$ cat src/rtl/trigger_value_latch_pkg.sv
// package: register map, field layout, reset values and codes of the trigger value latch
// assumes: a 32-bit Avalon-MM slave port with byte addresses; one 250 MHz clock
//
// Functional notes
// - In falling-edge mode the operational input is captured when the trigger goes from 1 to 0.
// - In rising-edge mode the operational input is captured when the trigger goes from 0 to 1.
// - In low-level mode the output holds the captured value while the trigger is 0.
// - In high-level mode the output holds the captured value while the trigger is 1.
// - Whenever the output is not held it follows the operational input.
// - The output equals the input as sampled at capture, not any later input value.
// - After a capture the output stays unchanged until the next qualifying trigger event; level modes follow the input once the trigger leaves the hold level.
// - A digital variant works on one bit and an analog variant works on a word.
// - The digital variant has an option that inverts its output.
// - The analog variant has no inversion, its word is always the held or passed value.
// - With inversion selected the digital output shows 1 for 0 and 0 for 1.
// - Each input comes from an island module, a constant, the fieldbus master or another block.
`default_nettype none

package trigger_value_latch_pkg;

  // ****************************************
  // register offsets (byte addresses)
  // ****************************************
  localparam logic [3:0] OFS_CTRL      = 4'h0;
  localparam logic [3:0] OFS_CONST_OP  = 4'h4;
  localparam logic [3:0] OFS_CONST_TRG = 4'h8;
  localparam logic [3:0] OFS_STATUS    = 4'hC;

  // ****************************************
  // control register fields
  // ****************************************
  localparam int CTRL_MODE_LSB  = 0;
  localparam int CTRL_VARIANT   = 2;
  localparam int CTRL_INVERT    = 3;
  localparam int CTRL_OPSEL_LSB = 4;
  localparam int CTRL_TRSEL_LSB = 6;
  localparam logic [7:0] CTRL_RESET = 8'h00;

  // ****************************************
  // status register fields
  // ****************************************
  localparam int STAT_DIG_OUT = 16;
  localparam int STAT_HOLDING = 17;
  localparam int STAT_TRIGGER = 18;

  // ****************************************
  // capture modes and input sources
  // ****************************************
  localparam logic [1:0] MODE_FALL = 2'h0;
  localparam logic [1:0] MODE_RISE = 2'h1;
  localparam logic [1:0] MODE_LOW  = 2'h2;
  localparam logic [1:0] MODE_HIGH = 2'h3;

  localparam logic [1:0] SRC_ISLAND   = 2'h0;
  localparam logic [1:0] SRC_CONSTANT = 2'h1;
  localparam logic [1:0] SRC_FIELDBUS = 2'h2;
  localparam logic [1:0] SRC_BLOCK    = 2'h3;

  localparam int          WORD_W     = 16;
  localparam logic [15:0] WORD_RESET = 16'h0000;

endpackage : trigger_value_latch_pkg

`default_nettype wire

$ cat src/rtl/trigger_value_latch.sv
// module: trigger value latch with four capture modes, two variants and an Avalon-MM slave
// assumes: all inputs synchronous to clk; master holds a request until waitrequest is low
`timescale 1ns/1ps
`default_nettype none

module trigger_value_latch #(
  parameter int WORD_W = trigger_value_latch_pkg::WORD_W
) (
  input  wire logic              clk,
  input  wire logic              reset,
  // avalon-mm slave
  input  wire logic [3:0]        avs_address,
  input  wire logic              avs_read,
  input  wire logic              avs_write,
  input  wire logic [31:0]       avs_writedata,
  input  wire logic [3:0]        avs_byteenable,
  output logic      [31:0]       avs_readdata,
  output logic                   avs_waitrequest,
  // operational input sources
  input  wire logic [WORD_W-1:0] islandWord,
  input  wire logic [WORD_W-1:0] fieldbusWord,
  input  wire logic [WORD_W-1:0] blockWord,
  // trigger sources
  input  wire logic              islandTrig,
  input  wire logic              fieldbusTrig,
  input  wire logic              blockTrig,
  // results
  output logic [WORD_W-1:0]      analogOut,
  output logic                   digitalOut
);

  // ****************************************
  // configuration registers
  // ****************************************
  logic [7:0]        ctrl_r;
  logic [WORD_W-1:0] constOp_r;
  logic              constTrig_r;
  logic              ack_r;
  logic [31:0]       readData_r;
  logic              busReq;
  logic              doWrite;

  logic [1:0] mode;
  logic       isAnalog;
  logic       invert;
  logic [1:0] opSel;
  logic [1:0] trigSel;

  assign mode     = ctrl_r[trigger_value_latch_pkg::CTRL_MODE_LSB +: 2];
  assign isAnalog = ctrl_r[trigger_value_latch_pkg::CTRL_VARIANT];
  assign invert   = ctrl_r[trigger_value_latch_pkg::CTRL_INVERT];
  assign opSel    = ctrl_r[trigger_value_latch_pkg::CTRL_OPSEL_LSB +: 2];
  assign trigSel  = ctrl_r[trigger_value_latch_pkg::CTRL_TRSEL_LSB +: 2];

  // ****************************************
  // bus handshake
  // ****************************************
  // one wait cycle per request; answer on the second edge
  assign busReq          = avs_read | avs_write;
  assign avs_waitrequest = busReq & ~ack_r;
  assign doWrite         = avs_write & ack_r;
  assign avs_readdata    = readData_r;

  always_ff @(posedge clk or posedge reset) begin
    if (reset) begin
      ack_r <= 1'b0;
    end else begin
      ack_r <= busReq & ~ack_r;
    end
  end

  always_ff @(posedge clk or posedge reset) begin
    if (reset) begin
      ctrl_r      <= trigger_value_latch_pkg::CTRL_RESET;
      constOp_r   <= trigger_value_latch_pkg::WORD_RESET;
      constTrig_r <= 1'b0;
    end else if (doWrite) begin
      case (avs_address)
        trigger_value_latch_pkg::OFS_CTRL: begin
          if (avs_byteenable[0]) begin
            ctrl_r <= avs_writedata[7:0];
          end
        end
        trigger_value_latch_pkg::OFS_CONST_OP: begin
          if (avs_byteenable[0]) begin
            constOp_r[7:0] <= avs_writedata[7:0];
          end
          if (avs_byteenable[1]) begin
            constOp_r[WORD_W-1:8] <= avs_writedata[WORD_W-1:8];
          end
        end
        trigger_value_latch_pkg::OFS_CONST_TRG: begin
          if (avs_byteenable[0]) begin
            constTrig_r <= avs_writedata[0];
          end
        end
        default: begin
        end
      endcase
    end
  end

  // ****************************************
  // source selection
  // ****************************************
  logic [WORD_W-1:0] opSrc;
  logic [WORD_W-1:0] opWord;
  logic              trigCur;
  logic              trigPrev_r;

  always_comb begin
    case (opSel)
      trigger_value_latch_pkg::SRC_ISLAND:   opSrc = islandWord;
      trigger_value_latch_pkg::SRC_CONSTANT: opSrc = constOp_r;
      trigger_value_latch_pkg::SRC_FIELDBUS: opSrc = fieldbusWord;
      default:                               opSrc = blockWord;
    endcase
    case (trigSel)
      trigger_value_latch_pkg::SRC_ISLAND:   trigCur = islandTrig;
      trigger_value_latch_pkg::SRC_CONSTANT: trigCur = constTrig_r;
      trigger_value_latch_pkg::SRC_FIELDBUS: trigCur = fieldbusTrig;
      default:                               trigCur = blockTrig;
    endcase
  end

  // digital variant keeps only bit 0 of the operational input
  assign opWord = isAnalog ? opSrc : {{(WORD_W-1){1'b0}}, opSrc[0]};

  // ****************************************
  // capture and hold
  // ****************************************
  logic              riseEvt;
  logic              fallEvt;
  logic              holdLevel;
  logic              passThru;
  logic              capture;
  logic [WORD_W-1:0] outWord_nxt;
  logic [WORD_W-1:0] outWord_r;
  logic              digOut_r;

  assign riseEvt = trigCur & ~trigPrev_r;
  assign fallEvt = ~trigCur & trigPrev_r;
  // level modes hold at the selected trigger level
  assign holdLevel = (mode == trigger_value_latch_pkg::MODE_LOW)  ? ~trigCur :
                     (mode == trigger_value_latch_pkg::MODE_HIGH) ?  trigCur :
                     1'b1;
  assign passThru = ~holdLevel;

  always_comb begin
    case (mode)
      trigger_value_latch_pkg::MODE_FALL: capture = fallEvt;
      trigger_value_latch_pkg::MODE_RISE: capture = riseEvt;
      trigger_value_latch_pkg::MODE_LOW:  capture = fallEvt;
      default:                            capture = riseEvt;
    endcase
  end

  // input sampled at capture or while passThru; otherwise unchanged until next event
  assign outWord_nxt = (capture | passThru) ? opWord : outWord_r;

  always_ff @(posedge clk or posedge reset) begin
    if (reset) begin
      trigPrev_r <= 1'b0;
    end else begin
      trigPrev_r <= trigCur;
    end
  end

  always_ff @(posedge clk or posedge reset) begin
    if (reset) begin
      outWord_r <= trigger_value_latch_pkg::WORD_RESET;
    end else begin
      outWord_r <= outWord_nxt;
    end
  end

  always_ff @(posedge clk or posedge reset) begin
    if (reset) begin
      digOut_r <= 1'b0;
    end else begin
      digOut_r <= outWord_nxt[0] ^ (invert & ~isAnalog);
    end
  end

  assign analogOut  = outWord_r;
  assign digitalOut = digOut_r;

  // ****************************************
  // read data
  // ****************************************
  always_ff @(posedge clk or posedge reset) begin
    if (reset) begin
      readData_r <= 32'h0000_0000;
    end else if (avs_read & ~ack_r) begin
      readData_r <= 32'h0000_0000;
      case (avs_address)
        trigger_value_latch_pkg::OFS_CTRL:      readData_r[7:0] <= ctrl_r;
        trigger_value_latch_pkg::OFS_CONST_OP:  readData_r[WORD_W-1:0] <= constOp_r;
        trigger_value_latch_pkg::OFS_CONST_TRG: readData_r[0] <= constTrig_r;
        trigger_value_latch_pkg::OFS_STATUS: begin
          readData_r[WORD_W-1:0] <= outWord_r;
          readData_r[trigger_value_latch_pkg::STAT_DIG_OUT] <= digOut_r;
          readData_r[trigger_value_latch_pkg::STAT_HOLDING] <= holdLevel;
          readData_r[trigger_value_latch_pkg::STAT_TRIGGER] <= trigCur;
        end
        default: begin
        end
      endcase
    end
  end

  // ****************************************
  // checks
  // ****************************************
  AST_FALL_CAPTURE: assert property (
    @(posedge clk) disable iff (reset)
    (mode == trigger_value_latch_pkg::MODE_FALL && !trigCur && trigPrev_r)
      |=> (analogOut == $past(opWord)))
    else $error("falling edge did not capture input");

  AST_RISE_CAPTURE: assert property (
    @(posedge clk) disable iff (reset)
    (mode == trigger_value_latch_pkg::MODE_RISE && trigCur && !trigPrev_r)
      |=> (analogOut == $past(opWord)))
    else $error("rising edge did not capture input");

  AST_LOW_HOLD: assert property (
    @(posedge clk) disable iff (reset)
    (mode == trigger_value_latch_pkg::MODE_LOW && !trigCur && !trigPrev_r)
      |=> (analogOut == $past(analogOut)))
    else $error("low level latch did not hold");

  AST_HIGH_HOLD: assert property (
    @(posedge clk) disable iff (reset)
    (mode == trigger_value_latch_pkg::MODE_HIGH && trigCur && trigPrev_r)
      |=> (analogOut == $past(analogOut)))
    else $error("high level latch did not hold");

  AST_PASS_THRU: assert property (
    @(posedge clk) disable iff (reset)
    ((mode == trigger_value_latch_pkg::MODE_LOW && trigCur) ||
     (mode == trigger_value_latch_pkg::MODE_HIGH && !trigCur))
      |=> (analogOut == $past(opWord)))
    else $error("released output did not follow input");

  AST_SAMPLED_VALUE: assert property (
    @(posedge clk) disable iff (reset)
    (capture && !passThru) ##1 (!capture && !passThru && $stable(ctrl_r))
      |-> (analogOut == $past(opWord)))
    else $error("held value is not the captured sample");

  AST_EDGE_HOLD: assert property (
    @(posedge clk) disable iff (reset)
    (mode[1] == 1'b0 && !capture) |=> $stable(analogOut))
    else $error("edge latch output changed without trigger event");

  AST_INVERT: assert property (
    @(posedge clk) disable iff (reset)
    (!isAnalog && invert) |=> (digitalOut == !analogOut[0]))
    else $error("inverted digital output wrong");

  AST_NO_INVERT: assert property (
    @(posedge clk) disable iff (reset)
    (isAnalog || !invert) |=> (digitalOut == analogOut[0]))
    else $error("output inverted when it must not be");

  AST_DIGITAL_WIDTH: assert property (
    @(posedge clk) disable iff (reset)
    (!isAnalog && (capture || passThru)) |=> (analogOut[WORD_W-1:1] == '0))
    else $error("digital variant carries more than one bit");

  AST_CONST_SOURCE: assert property (
    @(posedge clk) disable iff (reset)
    (opSel == trigger_value_latch_pkg::SRC_CONSTANT && isAnalog) |-> (opWord == constOp_r))
    else $error("constant source not selected");

  AST_RESET_CLEAR: assert property (
    @(posedge clk)
    $fell(reset) |-> (analogOut == '0 && digitalOut == 1'b0))
    else $error("output not cleared by reset");

  AST_BUS_ANSWER: assert property (
    @(posedge clk) disable iff (reset)
    (busReq && avs_waitrequest) |=> !avs_waitrequest)
    else $error("bus answer later than one wait cycle");

  AST_CTRL_WRITE: assert property (
    @(posedge clk) disable iff (reset)
    (doWrite && avs_address == trigger_value_latch_pkg::OFS_CTRL && avs_byteenable[0])
      |=> (ctrl_r == $past(avs_writedata[7:0])))
    else $error("control write did not land");

  AST_TRIG_WRITE: assert property (
    @(posedge clk) disable iff (reset)
    (doWrite && avs_address == trigger_value_latch_pkg::OFS_CONST_TRG && avs_byteenable[0])
      |=> (constTrig_r == $past(avs_writedata[0])))
    else $error("constant trigger write did not land");

  AST_LANE_MASK: assert property (
    @(posedge clk) disable iff (reset)
    (doWrite && avs_address == trigger_value_latch_pkg::OFS_CONST_OP && !avs_byteenable[0])
      |=> (constOp_r[7:0] == $past(constOp_r[7:0])))
    else $error("disabled byte lane was written");

  AST_UNMAPPED_READ: assert property (
    @(posedge clk) disable iff (reset)
    (avs_read && !ack_r && avs_address[1:0] != 2'h0) |=> (readData_r == 32'h0000_0000))
    else $error("unmapped read returned data");

  AST_STATUS_READ: assert property (
    @(posedge clk) disable iff (reset)
    (avs_read && !ack_r && avs_address == trigger_value_latch_pkg::OFS_STATUS)
      |=> (avs_readdata[WORD_W-1:0] == $past(outWord_r) &&
           avs_readdata[trigger_value_latch_pkg::STAT_TRIGGER] == $past(trigCur)))
    else $error("status read does not show output and trigger");

  AST_ANALOG_WORD: assert property (
    @(posedge clk) disable iff (reset)
    (isAnalog && (capture || passThru))
      |=> (analogOut == $past(opSrc)))
    else $error("analog word not loaded whole");

  AST_DIGITAL_BIT: assert property (
    @(posedge clk) disable iff (reset)
    (!isAnalog && !invert && (capture || passThru))
      |=> (digitalOut == $past(opSrc[0])))
    else $error("digital output does not carry bit 0");

  AST_TRIG_SOURCE: assert property (
    @(posedge clk) disable iff (reset)
    (trigSel == trigger_value_latch_pkg::SRC_CONSTANT) |-> (trigCur == constTrig_r))
    else $error("constant trigger not selected");

  AST_WAIT_FIRST: assert property (
    @(posedge clk) disable iff (reset)
    ($rose(avs_read) || $rose(avs_write)) |-> avs_waitrequest)
    else $error("new request answered without a wait cycle");

endmodule : trigger_value_latch

`default_nettype wire

$ cat config.mk
export PLATFORM = sky130hd
export DESIGN_NAME = trigger_value_latch
export DESIGN_NICKNAME = d
export VERILOG_FILES = /design/src/rtl/trigger_value_latch_pkg.sv /design/src/rtl/trigger_value_latch.sv
export SDC_FILE = /design/constraint.sdc
export NUM_CORES = 1
export LEC_CHECK = 0
export ABC_AREA = 0
export BUFFER_PORTS_ARGS = -buffer_cell sky130_fd_sc_hd__buf_2
export CORE_UTILIZATION = 33
export DETAILED_ROUTE_END_ITERATION = 10
export GPL_TIMING_DRIVEN = 0
export SLEW_MARGIN = 20
export SYNTH_ARGS = -nofsm -noshare
export SYNTH_HDL_FRONTEND = slang
export SYNTH_SLANG_ARGS = --single-unit
$ cat constraint.sdc
create_clock -name clk -period 2.08 [get_ports clk]
set_input_delay 0 -clock clk [delete_from_list [all_inputs] [get_ports clk]]
set_output_delay 0 -clock clk [all_outputs]
set_load 0.05 [all_outputs]
==> impl_metrics.tcl, run 1 <==
set metrics [dict create \
    io_buffers 113 \
    gp_congestion 0.835 \
    period_needed_ps 1930 \
    share_comb_of_total_power_pct 33.5 \
    synth_seq_cells 63 \
    grt-ovfl-total 0 \
    power.switching_mw 1.41 \
    switching_share_pct 35.2 \
    final.fill_count 981 \
    fp.dieW_microns 103 \
    setup-tns-final_ps 0 \
    endpoint_kind "register" \
    rsz0062_at_grt "no" \
    drive_gt1_share_pct 44.8 \
    ios 145 \
    first_global_vias 2763 \
    drt-vias-per-instance 4.75 \
    ant_nets 0 \
    path_max_fanout 7 \
    hold_viol_final 0 \
    avgRoutedWirePerCell_microns 15.7 \
    grt_pass1_wl_microns 14100 \
    finalInstanceArea_sq_mm 0.00460 \
    place_ws_ps -94.5 \
    dp_hpwl_microns 6580 \
    n_antenna_cell 0 \
    power_mw 4.01 \
    setup_viol 0 \
    period_share_pct 93.0 \
    grt_use_total_pct 18.3 \
    grt_max_degree 41 \
    synth_cells 278 \
    ys_types 31 \
    ys_warn_count 0 \
    hold_path_class "input port to register" \
    coreArea_sq_mm 0.00982 \
    final_common_cell "buf_2" \
    drt-total-wl_microns 9030 \
    power_density_mw_per_mm2 873 \
    cpPeakStageDelay_ps 530 \
    maxSlewViolCount 0 \
    crit_path_frequent_cell "mux2i_1" \
    drtIter0Drc 96 \
    clock-sinks 63 \
    dieArea_sq_mm 0.0106 \
    place_inst 538 \
    fin_ws_ps 146 \
    cts_root_buf "clkbuf_8" \
    crit_slowest_cell "mux4_2" \
    htree_num_levels 3 \
    max_cap_viol_count 0 \
    arrival_ps 2190 \
    dr.pass1.iters 4 \
    fin_cells 575 \
    clockBufferDepth 2 \
    intPower_mw 2.60 \
    final_core_util_pct 46.8 \
    worstMarginPinSlew_ps 757 \
    placed_cell_area_sq_mm 0.00417 \
    hold_slack_ps 48.8 \
    start_util_pct 34.3 \
    power_frac_clock_pct 28.5 \
    fin_nets 532 \
    p_leak_nw 2.29 \
    ir_drop_mv 0.406 \
    synth_area_sq_mm 0.00336 \
    num_rows 36 \
    cp.required_ps 2330 \
    drc_errors 0 \
    critical_path_class "register to register" \
    syn_to_final_growth_pct 36.6 \
    antenna_found_initial 0 \
    synth.avg_cell_area_sq_um 12.1 \
    numCtsBuffers 9 \
    cp-start-kind "register" \
    maxSlewHeadroom_pct 49.3 \
    path_clk_slew_ps 70 \
    cts_tree "yes" \
    die_y_microns 103 \
    vias 2730 \
    power_frac_seq_pct 38.1 \
    status "complete, no violations" \
    synth-seq-area-share_pct 46.9 \
    crit_chain "mux4_2 -> buf_6 -> mux2i_1 -> mux2i_4 -> buf_4 -> mux2i_1" \
    max_freq_mhz 517 \
    clk-insertion-delay-late_ps 340 \
    skew_ps 7.50 \
    layout_common_cells "117 x buf_2, 63 x dfrtp_1, 33 x mux2i_1, 33 x nand2_1, 27 x mux2_2" \
]
state kept, by name, summed over array words and instances (netlist names):
register	count
ack_r	1
analogOut	16
avs_readdata	19
constOp_r	16
constTrig_r	1
ctrl_r	8
digitalOut	1
trigPrev_r	1
final cells by class:
type / count / area, sq um / area share, %
Sequential cell: 63 / 1580 / 34.3
Tap cell: 133 / 166 / 3.62
Inverter: 21 / 81.3 / 1.77
Clock buffer: 12 / 135 / 2.94
Timing Repair Buffer: 137 / 808 / 17.6
Clock inverter: 4 / 70.1 / 1.52
Buffer: 31 / 195 / 4.25
Multi-Input combinational cell: 174 / 1560 / 34.0
worst max-delay path, delay by kind of cell (launching register included):
family | cells | cell delay [ps]
muxes | 4 | 1080
buffers and inverters | 2 | 350
DFF | 1 | 410
synth_stat cells:
library cell	number	area, sq um
or3b_2	1	8.76
buf_2	3	15.0
nor3b_1	1	7.51
xnor2_1	2	17.5
and2_1	1	6.26
clkbuf_1	10	37.5
mux4_2	17	383
buf_6	2	22.5
nand2_1	33	124
a21oi_1	1	5.00
mux2i_4	1	22.5
nand4_1	1	6.26
a2111oi_1	1	10.0
mux2_2	27	304
o221a_2	1	11.3
conb_1	1	3.75
a2111o_1	1	11.3
o41ai_1	1	8.76
a22o_1	9	78.8
o21ai_0	9	45.0
o31ai_1	9	67.6
buf_4	15	113
mux2i_1	33	330
nand2b_1	3	18.8
nor3_1	2	10.0
buf_1	2	7.51
dfrtp_1	63	1580
nor2_1	4	15.0
and3_1	2	12.5
nor2b_1	1	6.26
inv_1	21	78.8
power groups by stage:
stage / logic [mW] / clock network (mW) / registers (mW)
final: 1.34 / 1.14 / 1.53
after global routing: 1.45 / 1.23 / 1.56
after floorplan: 0.683 / 0 / 1.83
after detailed placement: 1.33 / 0 / 1.54
after global placement: 1.30 / 0 / 1.54
after CTS: 1.35 / 1.17 / 1.53
worst paths after layout:
kind / startpoint / to / slack [ps] / cells past startpoint
max in group asynchronous: reset / avs_readdata[17]$_DFFE_PP0P_ / 1400 / 4
min in group asynchronous: reset / constOp_r[15]$_DFFE_PP0P_ / 170 / 3
max: ctrl_r[7]$_DFFE_PP0P_ / analogOut[11]$_DFFE_PP0P_ / 150 / 6
min reg2reg: avs_readdata[16]$_DFFE_PP0P_ / avs_readdata[16]$_DFFE_PP0P_ / 480 / 2
min: avs_address[1] / avs_readdata[3]$_DFFE_PP0P_ / 50 / 3
max reg2reg: ctrl_r[7]$_DFFE_PP0P_ / analogOut[11]$_DFFE_PP0P_ / 150 / 6
routing by layer:
layer	up-vias	global-route usage (%)	part of all wire, %
met4	0	6.39	1.6
met5	-	0	0
met1	1324	22.5	42
met3	13	5.56	6.9
met2	113	30.5	49
li1	1280	-	-
kinds of logic (layout without fill, tap and decap cells):
kind of cell / count (synthesis) / in the layout / share of synthesized area, %
muxes: 78 / 78 / 30.9
DFF: 63 / 63 / 46.9
AOI/OAI and AO/OA: 32 / 32 / 7.07
xor gates and xnor gates: 2 / 2 / 0.521
buffers and inverters: 53 / 205 / 8.14
other: 1 / 13 / 0.111
and+or+nand+nor: 49 / 49 / 6.40
repair_timing:
item,in CTS,in global routing
setup endpoints to repair,11,1
pin swaps,0,0
endpoints found under the hold margin,89,0
hold buffers,21,0
buffers inserted,1,0
gates resized for setup,0,1
No activity file was read; power rests on OpenSTA's default activity.
==> run 2: changes to the inputs <==
Settings changed: ABC_AREA 0 to 1, SETUP_SLACK_MARGIN set to 0.4.
==> run 2 against run 1 <==
  * Core utilization shrank 0.30 points
  * Critical path depth is the same
  * Sequential share of layout area grew 0.065 points
  * Sequential power grew 10%
  * Wire length grew 11%
  * Worst setup slack gained 370 ps
  * Register-to-register slack gained 410 ps
  * Synthesized cell count grew 48%
  * Hold slack lost 40 ps
  * Area after synthesis grew 0.45%
  * Largest cell class unchanged
  * Largest power group is now combinational logic
==> impl_metrics.tcl, run 2 <==
set metrics [dict create \
    synth_edf_count 0 \
    syn_to_final_growth_pct 35.8 \
    n_antenna_cell 0 \
    synth_top_cell_by_area "dfrtp_1" \
    dr.pass1.iters 5 \
    finalInstanceArea_sq_mm 0.00459 \
    synth_top_cells_by_count "101 x nand2_1, 63 x dfrtp_1, 42 x o21ai_0, 35 x inv_1, 32 x o211ai_1" \
    setup_viol 0 \
    power_mw 4.73 \
    start_util_pct 34.3 \
    power_density_mw_per_mm2 1030 \
    max_freq_mhz 639 \
    hold_viol_final 0 \
    cp.required_ps 2080 \
    cp-start-kind "input port" \
    placed_cell_area_sq_mm 0.00418 \
    first_global_vias 3110 \
    synth_top_area_share_pct 46.6 \
    synth.most_common_cell "nand2_1" \
    maxSlewViolCount 0 \
    ys_types 30 \
    io_buffers 113 \
    coreArea_sq_mm 0.00986 \
    synth_cells 411 \
    netlist_top_cells_area "dfrtp_1 47%, nand2_1 11%, o211ai_1 7.1%" \
    clock-sinks 63 \
    p_leak_nw 2.33 \
    fin_nets 663 \
    ir_drop_mv 0.355 \
    path_clk_slew_ps 70 \
    grt_pass1_wl_microns 15700 \
    synthFlopType "dfrtp_1" \
    synth.avg_cell_area_sq_um 8.22 \
    drt-vias-per-instance 4.66 \
    skew_ps 10.2 \
    fp.dieW_microns 103 \
    vias 3293 \
    dp_hpwl_microns 7990 \
    power_frac_clock_pct 22.1 \
    cts_tree "yes" \
    numCtsBuffers 9 \
    status "complete, no violations" \
    drt-total-wl_microns 9980 \
    clk-insertion-delay-late_ps 340 \
    gp_congestion 0.836 \
    intPower_mw 2.64 \
    final_common_cell "buf_2" \
    path_max_fanout 2 \
    setup-tns-final_ps 0 \
    hold_path_class "input port to register" \
    grt-ovfl-total 0 \
    max_cap_viol_count 0 \
    ant_nets 0 \
    layout_common_cells "117 x buf_2, 101 x nand2_1, 63 x dfrtp_1" \
    period_share_pct 75.3 \
    drtIter0Drc 207 \
    largest_register_ffs 19 \
    period_needed_ps 1570 \
    power.switching_mw 2.09 \
    synth_area_sq_mm 0.00338 \
    die_y_microns 103 \
    num_rows 36 \
    share_comb_of_total_power_pct 42.2 \
    dieArea_sq_mm 0.0106 \
    htree_num_levels 3 \
    rsz0062_at_grt "yes" \
    endpoint_kind "output port" \
    antenna_found_initial 0 \
    synth_seq_cells 63 \
    ys_warn_count 0 \
    avgRoutedWirePerCell_microns 14.1 \
    critical_path_class "input port to output port" \
    synth-seq-area-share_pct 46.6 \
    ys_async_sr_fraction_pct 100 \
    power_frac_seq_pct 35.7 \
    ios 145 \
    grt_max_degree 36 \
    clockBufferDepth 2 \
    cts_root_buf "clkbuf_8" \
    switching_share_pct 44.1 \
    drive_gt1_share_pct 32.5 \
    grt_use_total_pct 19.6 \
    arrival_ps 1570 \
    drc_errors 0 \
]
==> run 2: cell types whose count changed in the layout (fill, tap and decap cells not counted), sizes merged, moves of 17 or more <==
| cell | previous run | this run |
|---|---|---|
| o21ai | 9 | 43 |
| a21oi | 1 | 25 |
| mux2 | 27 | 1 |
| o211ai | 0 | 32 |
| nand2 | 33 | 105 |
| mux4 | 17 | 0 |
| nand3 | 0 | 32 |
| mux2i | 34 | 0 |
| nor2 | 4 | 32 |
==> run 2: power groups by stage <==
stage	sequential (mW)	clock, mW	combinational [mW]
floorplan	2.35	0	0.797
global placement	1.70	0	1.95
detailed placement	1.71	0	1.97
CTS	1.69	1.06	2.00
global route	1.73	1.12	2.15
finish	1.69	1.04	2.00
==> run 2: layer usage <==
layer  track usage, %  vias to the layer above  part of all wire [%]
li1                 -                     1653                     -
met1             27.4                     1505                    46
met2             31.0                      119                    47
met3             2.49                       16                   5.1
met4             7.80                        0                   2.4
met5                0                        -                     0
==> run 2: path summary, 6_finish.rpt <==
| path | start | to | slack (ps) | cells past startpoint |
|---|---|---|---|---|
| max | avs_read | avs_waitrequest | 510 | 6 |
| min | avs_address[3] | constTrig_r$_DFFE_PP0P_ | 9 | 3 |
| max reg2reg | ack_r$_DFF_PP0_ | ctrl_r[4]$_DFFE_PP0P_ | 560 | 4 |
| min reg2reg | avs_readdata[3]$_DFFE_PP0P_ | avs_readdata[3]$_DFFE_PP0P_ | 480 | 2 |
| max in group asynchronous | reset | analogOut[7]$_DFFE_PP0P_ | 1370 | 4 |
| min in group asynchronous | reset | avs_readdata[14]$_DFFE_PP0P_ | 200 | 3 |
==> run 2: through the flow <==
step	setup WS (ps)	hold slack [ps]	util, %	std cells
after floorplan	510	132	-	423
after global placement	-265	227	42.1	669
after detailed placement	487	17.8	42.4	670
after CTS	475	0.233	46.3	706
after global routing	400	22.7	46.5	706
final	514	8.95	46.5	706
==> run 2: logic make-up (layout without fill, tap and decap cells) <==
family / count (synthesis) / in the layout / share of synthesized area [%]
simple gates: 174 / 174 / 22.8
compound gates: 101 / 101 / 19.0
other cells: 1 / 13 / 0.111
buf+inv: 71 / 221 / 11.1
flops: 63 / 63 / 46.6
mux: 1 / 1 / 0.333
==> run 2: area by class of cell <==
class / instances / area [sq um]
fill: 1031 / 5280
sequential: 63 / 1580
multi-input combinational: 289 / 1480
timing repair buffer: 134 / 788
buffer: 32 / 230
tap: 133 / 166
inverter: 39 / 153
clock buffer: 13 / 149
clock inverter: 3 / 42.5
==> run 2: what timing repair did <==
item	CTS	global route
setup endpoints to repair	0	18
setup buffers	0	0
gates resized for setup	0	6
endpoints found under the hold margin	55	0
hold buffers	20	0
==> run 2: critical path: stages <==
cell,delay [ps]
dlygate4sd3_1,510
buf_2,110
nor2_1,40
dlygate4sd3_1,540
nor2_1,110
clkbuf_4,250
==> run 3: changes to the inputs <==
Settings changed: ABC_AREA 1 to 0.
Clock period 2.08 ns to 1.4 ns, I/O delays scaled along.
==> run 3 against run 2 <==
  * Sequential cell count is the same
  * Register-to-register slack lost 1100 ps
  * Power grew 38%
  * Wire length shrank 1.4%
  * The run now ends with setup timing left
  * First-iteration DRC count shrank 69%
  * Global-route usage shrank 0.35 points
  * Clock power grew 66%
  * Non-clock buffer count grew 16
  * Die area shrank 0.44%
==> impl_metrics.tcl, run 3 (same netlist as run 1, synthesis figures left out) <==
set metrics [dict create \
    clk-insertion-delay-late_ps 350 \
    ir_drop_mv 0.630 \
    final_core_util_pct 55.4 \
    failed_checks "setup timing" \
    arrival_ps 2170 \
    worst_hold_path.num_cells 3 \
    setup_viol 23 \
    reg2reg_depth 6 \
    rsz0062_at_grt "yes" \
    avgRoutedWirePerCell_microns 16.7 \
    worstReg2RegStart "ctrl_r[7]$_DFFE_PP0P_" \
    grt_pass1_wl_microns 14700 \
    syn_to_final_growth_pct 61.7 \
    skew_ps 12.3 \
    first_global_vias 2830 \
    setup-tns-final_ps -8600 \
    hold_viol_final 0 \
    cp-start-kind "register" \
    drive_gt1_share_pct 57.7 \
    cts_root_buf "clkbuf_8" \
    path_max_fanout 10 \
    period_needed_ps 1920 \
    dr.pass1.iters 4 \
    final.fill_count 884 \
    gp_congestion 0.804 \
    fin_nets 546 \
    ios 145 \
    fp.dieW_microns 103 \
    io_buffers 113 \
    clockBufferDepth 2 \
    grt_max_degree 26 \
    rrSetupSlack_ps -520 \
    numCtsBuffers 9 \
    power_mw 6.55 \
    clock-sinks 63 \
    fin_ws_ps -515 \
    antenna_found_initial 1 \
    grt_use_total_pct 19.3 \
    min_to "ack_r$_DFF_PP0_" \
    coreArea_sq_mm 0.00982 \
    power_density_mw_per_mm2 1200 \
    num_rows 36 \
    grt-ovfl-total 0 \
    multiInputGateArea_sq_mm 0.00192 \
    dp_hpwl_microns 6840 \
    max_freq_mhz 522 \
    maxSlewViolCount 0 \
    ant_nets 0 \
    die_y_microns 103 \
    htree_num_levels 3 \
    vias 2795 \
    drtIter0Drc 64 \
    drt-vias-per-instance 4.75 \
    hold_start "avs_write" \
    max_cap_viol_count 0 \
    largest_register_ffs 19 \
    critical_path_class "register to register" \
    r2r_end "analogOut[1]$_DFFE_PP0P_" \
    worstMarginPinSlew_ps 1020 \
    p_leak_nw 2.59 \
    seq_area_sq_mm 0.00159 \
    maxSlewHeadroom_pct 32.2 \
    layout_common_cells "80 x buf_2, 55 x dfrtp_1, 36 x buf_4" \
    cts_tree "yes" \
    endpoint_kind "register" \
    start_util_pct 34.3 \
    dieArea_sq_mm 0.0106 \
    hold_path_class "input port to register" \
    cp.required_ps 1660 \
    n_antenna_cell 0 \
    period_share_pct 137 \
    drc_errors 0 \
    status "complete, but fails checks" \
    drt-total-wl_microns 9850 \
    final_common_cell "buf_2" \
    path_clk_slew_ps 80 \
]
==> run 3: area by class of cell <==
cell class / count / share of cell area, %
Clock buffer: 10 / 2.35
Sequential cell: 63 / 29.2
Timing Repair Buffer: 150 / 20.9
Inverter: 21 / 1.52
Tap cell: 133 / 3.06
Multi-Input combinational cell: 174 / 35.2
Buffer: 32 / 6.19
Clock inverter: 6 / 1.56
==> run 3: per-layer routing <==
layer	up-vias	GRT usage, %	part of all wire (%)
met1	1378	23.1	41
met4	2	5.74	1.1
met2	97	32.3	50
met5	-	0	0.17
li1	1308	-	-
met3	10	7.32	7.3
==> run 3: power by group <==
| part | internal (mW) | switching, mW |
|---|---|---|
| logic | 1.17 | 1.34 |
| registers | 2.08 | 0.229 |
| clock network | 0.996 | 0.733 |
==> run 3: critical path, cell delays in order, from the launching register on <==
cell and delay, ps:
dfrtp_1 400, mux4_2 520, buf_6 150, mux2i_1 140
mux2i_4 200, buf_8 190, mux2i_1 200
==> run 3: worst max-delay path by stage <==
stage / slack [ps] / end / from
after floorplan: -470 / analogOut[10]$_DFFE_PP0P_ / ctrl_r[7]$_DFFE_PP0P_
after global placement: -730 / analogOut[8]$_DFFE_PP0P_ / ctrl_r[7]$_DFFE_PP0P_
after detailed placement: -760 / analogOut[1]$_DFFE_PP0P_ / ctrl_r[7]$_DFFE_PP0P_
after CTS: -540 / analogOut[1]$_DFFE_PP0P_ / ctrl_r[7]$_DFFE_PP0P_
after global routing: -580 / analogOut[1]$_DFFE_PP0P_ / ctrl_r[7]$_DFFE_PP0P_
final: -520 / analogOut[1]$_DFFE_PP0P_ / ctrl_r[7]$_DFFE_PP0P_
==> run 3: stage by stage <==
stage	hold WS (ps)	worst slack [ps]	instance area, sq um	std cells
5_1_grt	19.9	-581	5440	589
3_3_place_gp	230	-730	4380	536
4_1_cts	-1.53	-542	5180	585
2_1_floorplan	125	-475	3650	290
6_report	29.0	-515	5440	589
3_5_place_dp	67.5	-764	4430	538
==> run 3: repair_timing <==
action,4_1_cts,5_1_grt
endpoints found under the hold margin,44,0
hold buffers,17,0
gates resized for setup,59,68
setup buffers,12,3
endpoints found under the setup margin,80,83
gates cloned,2,1
pin swaps,16,15
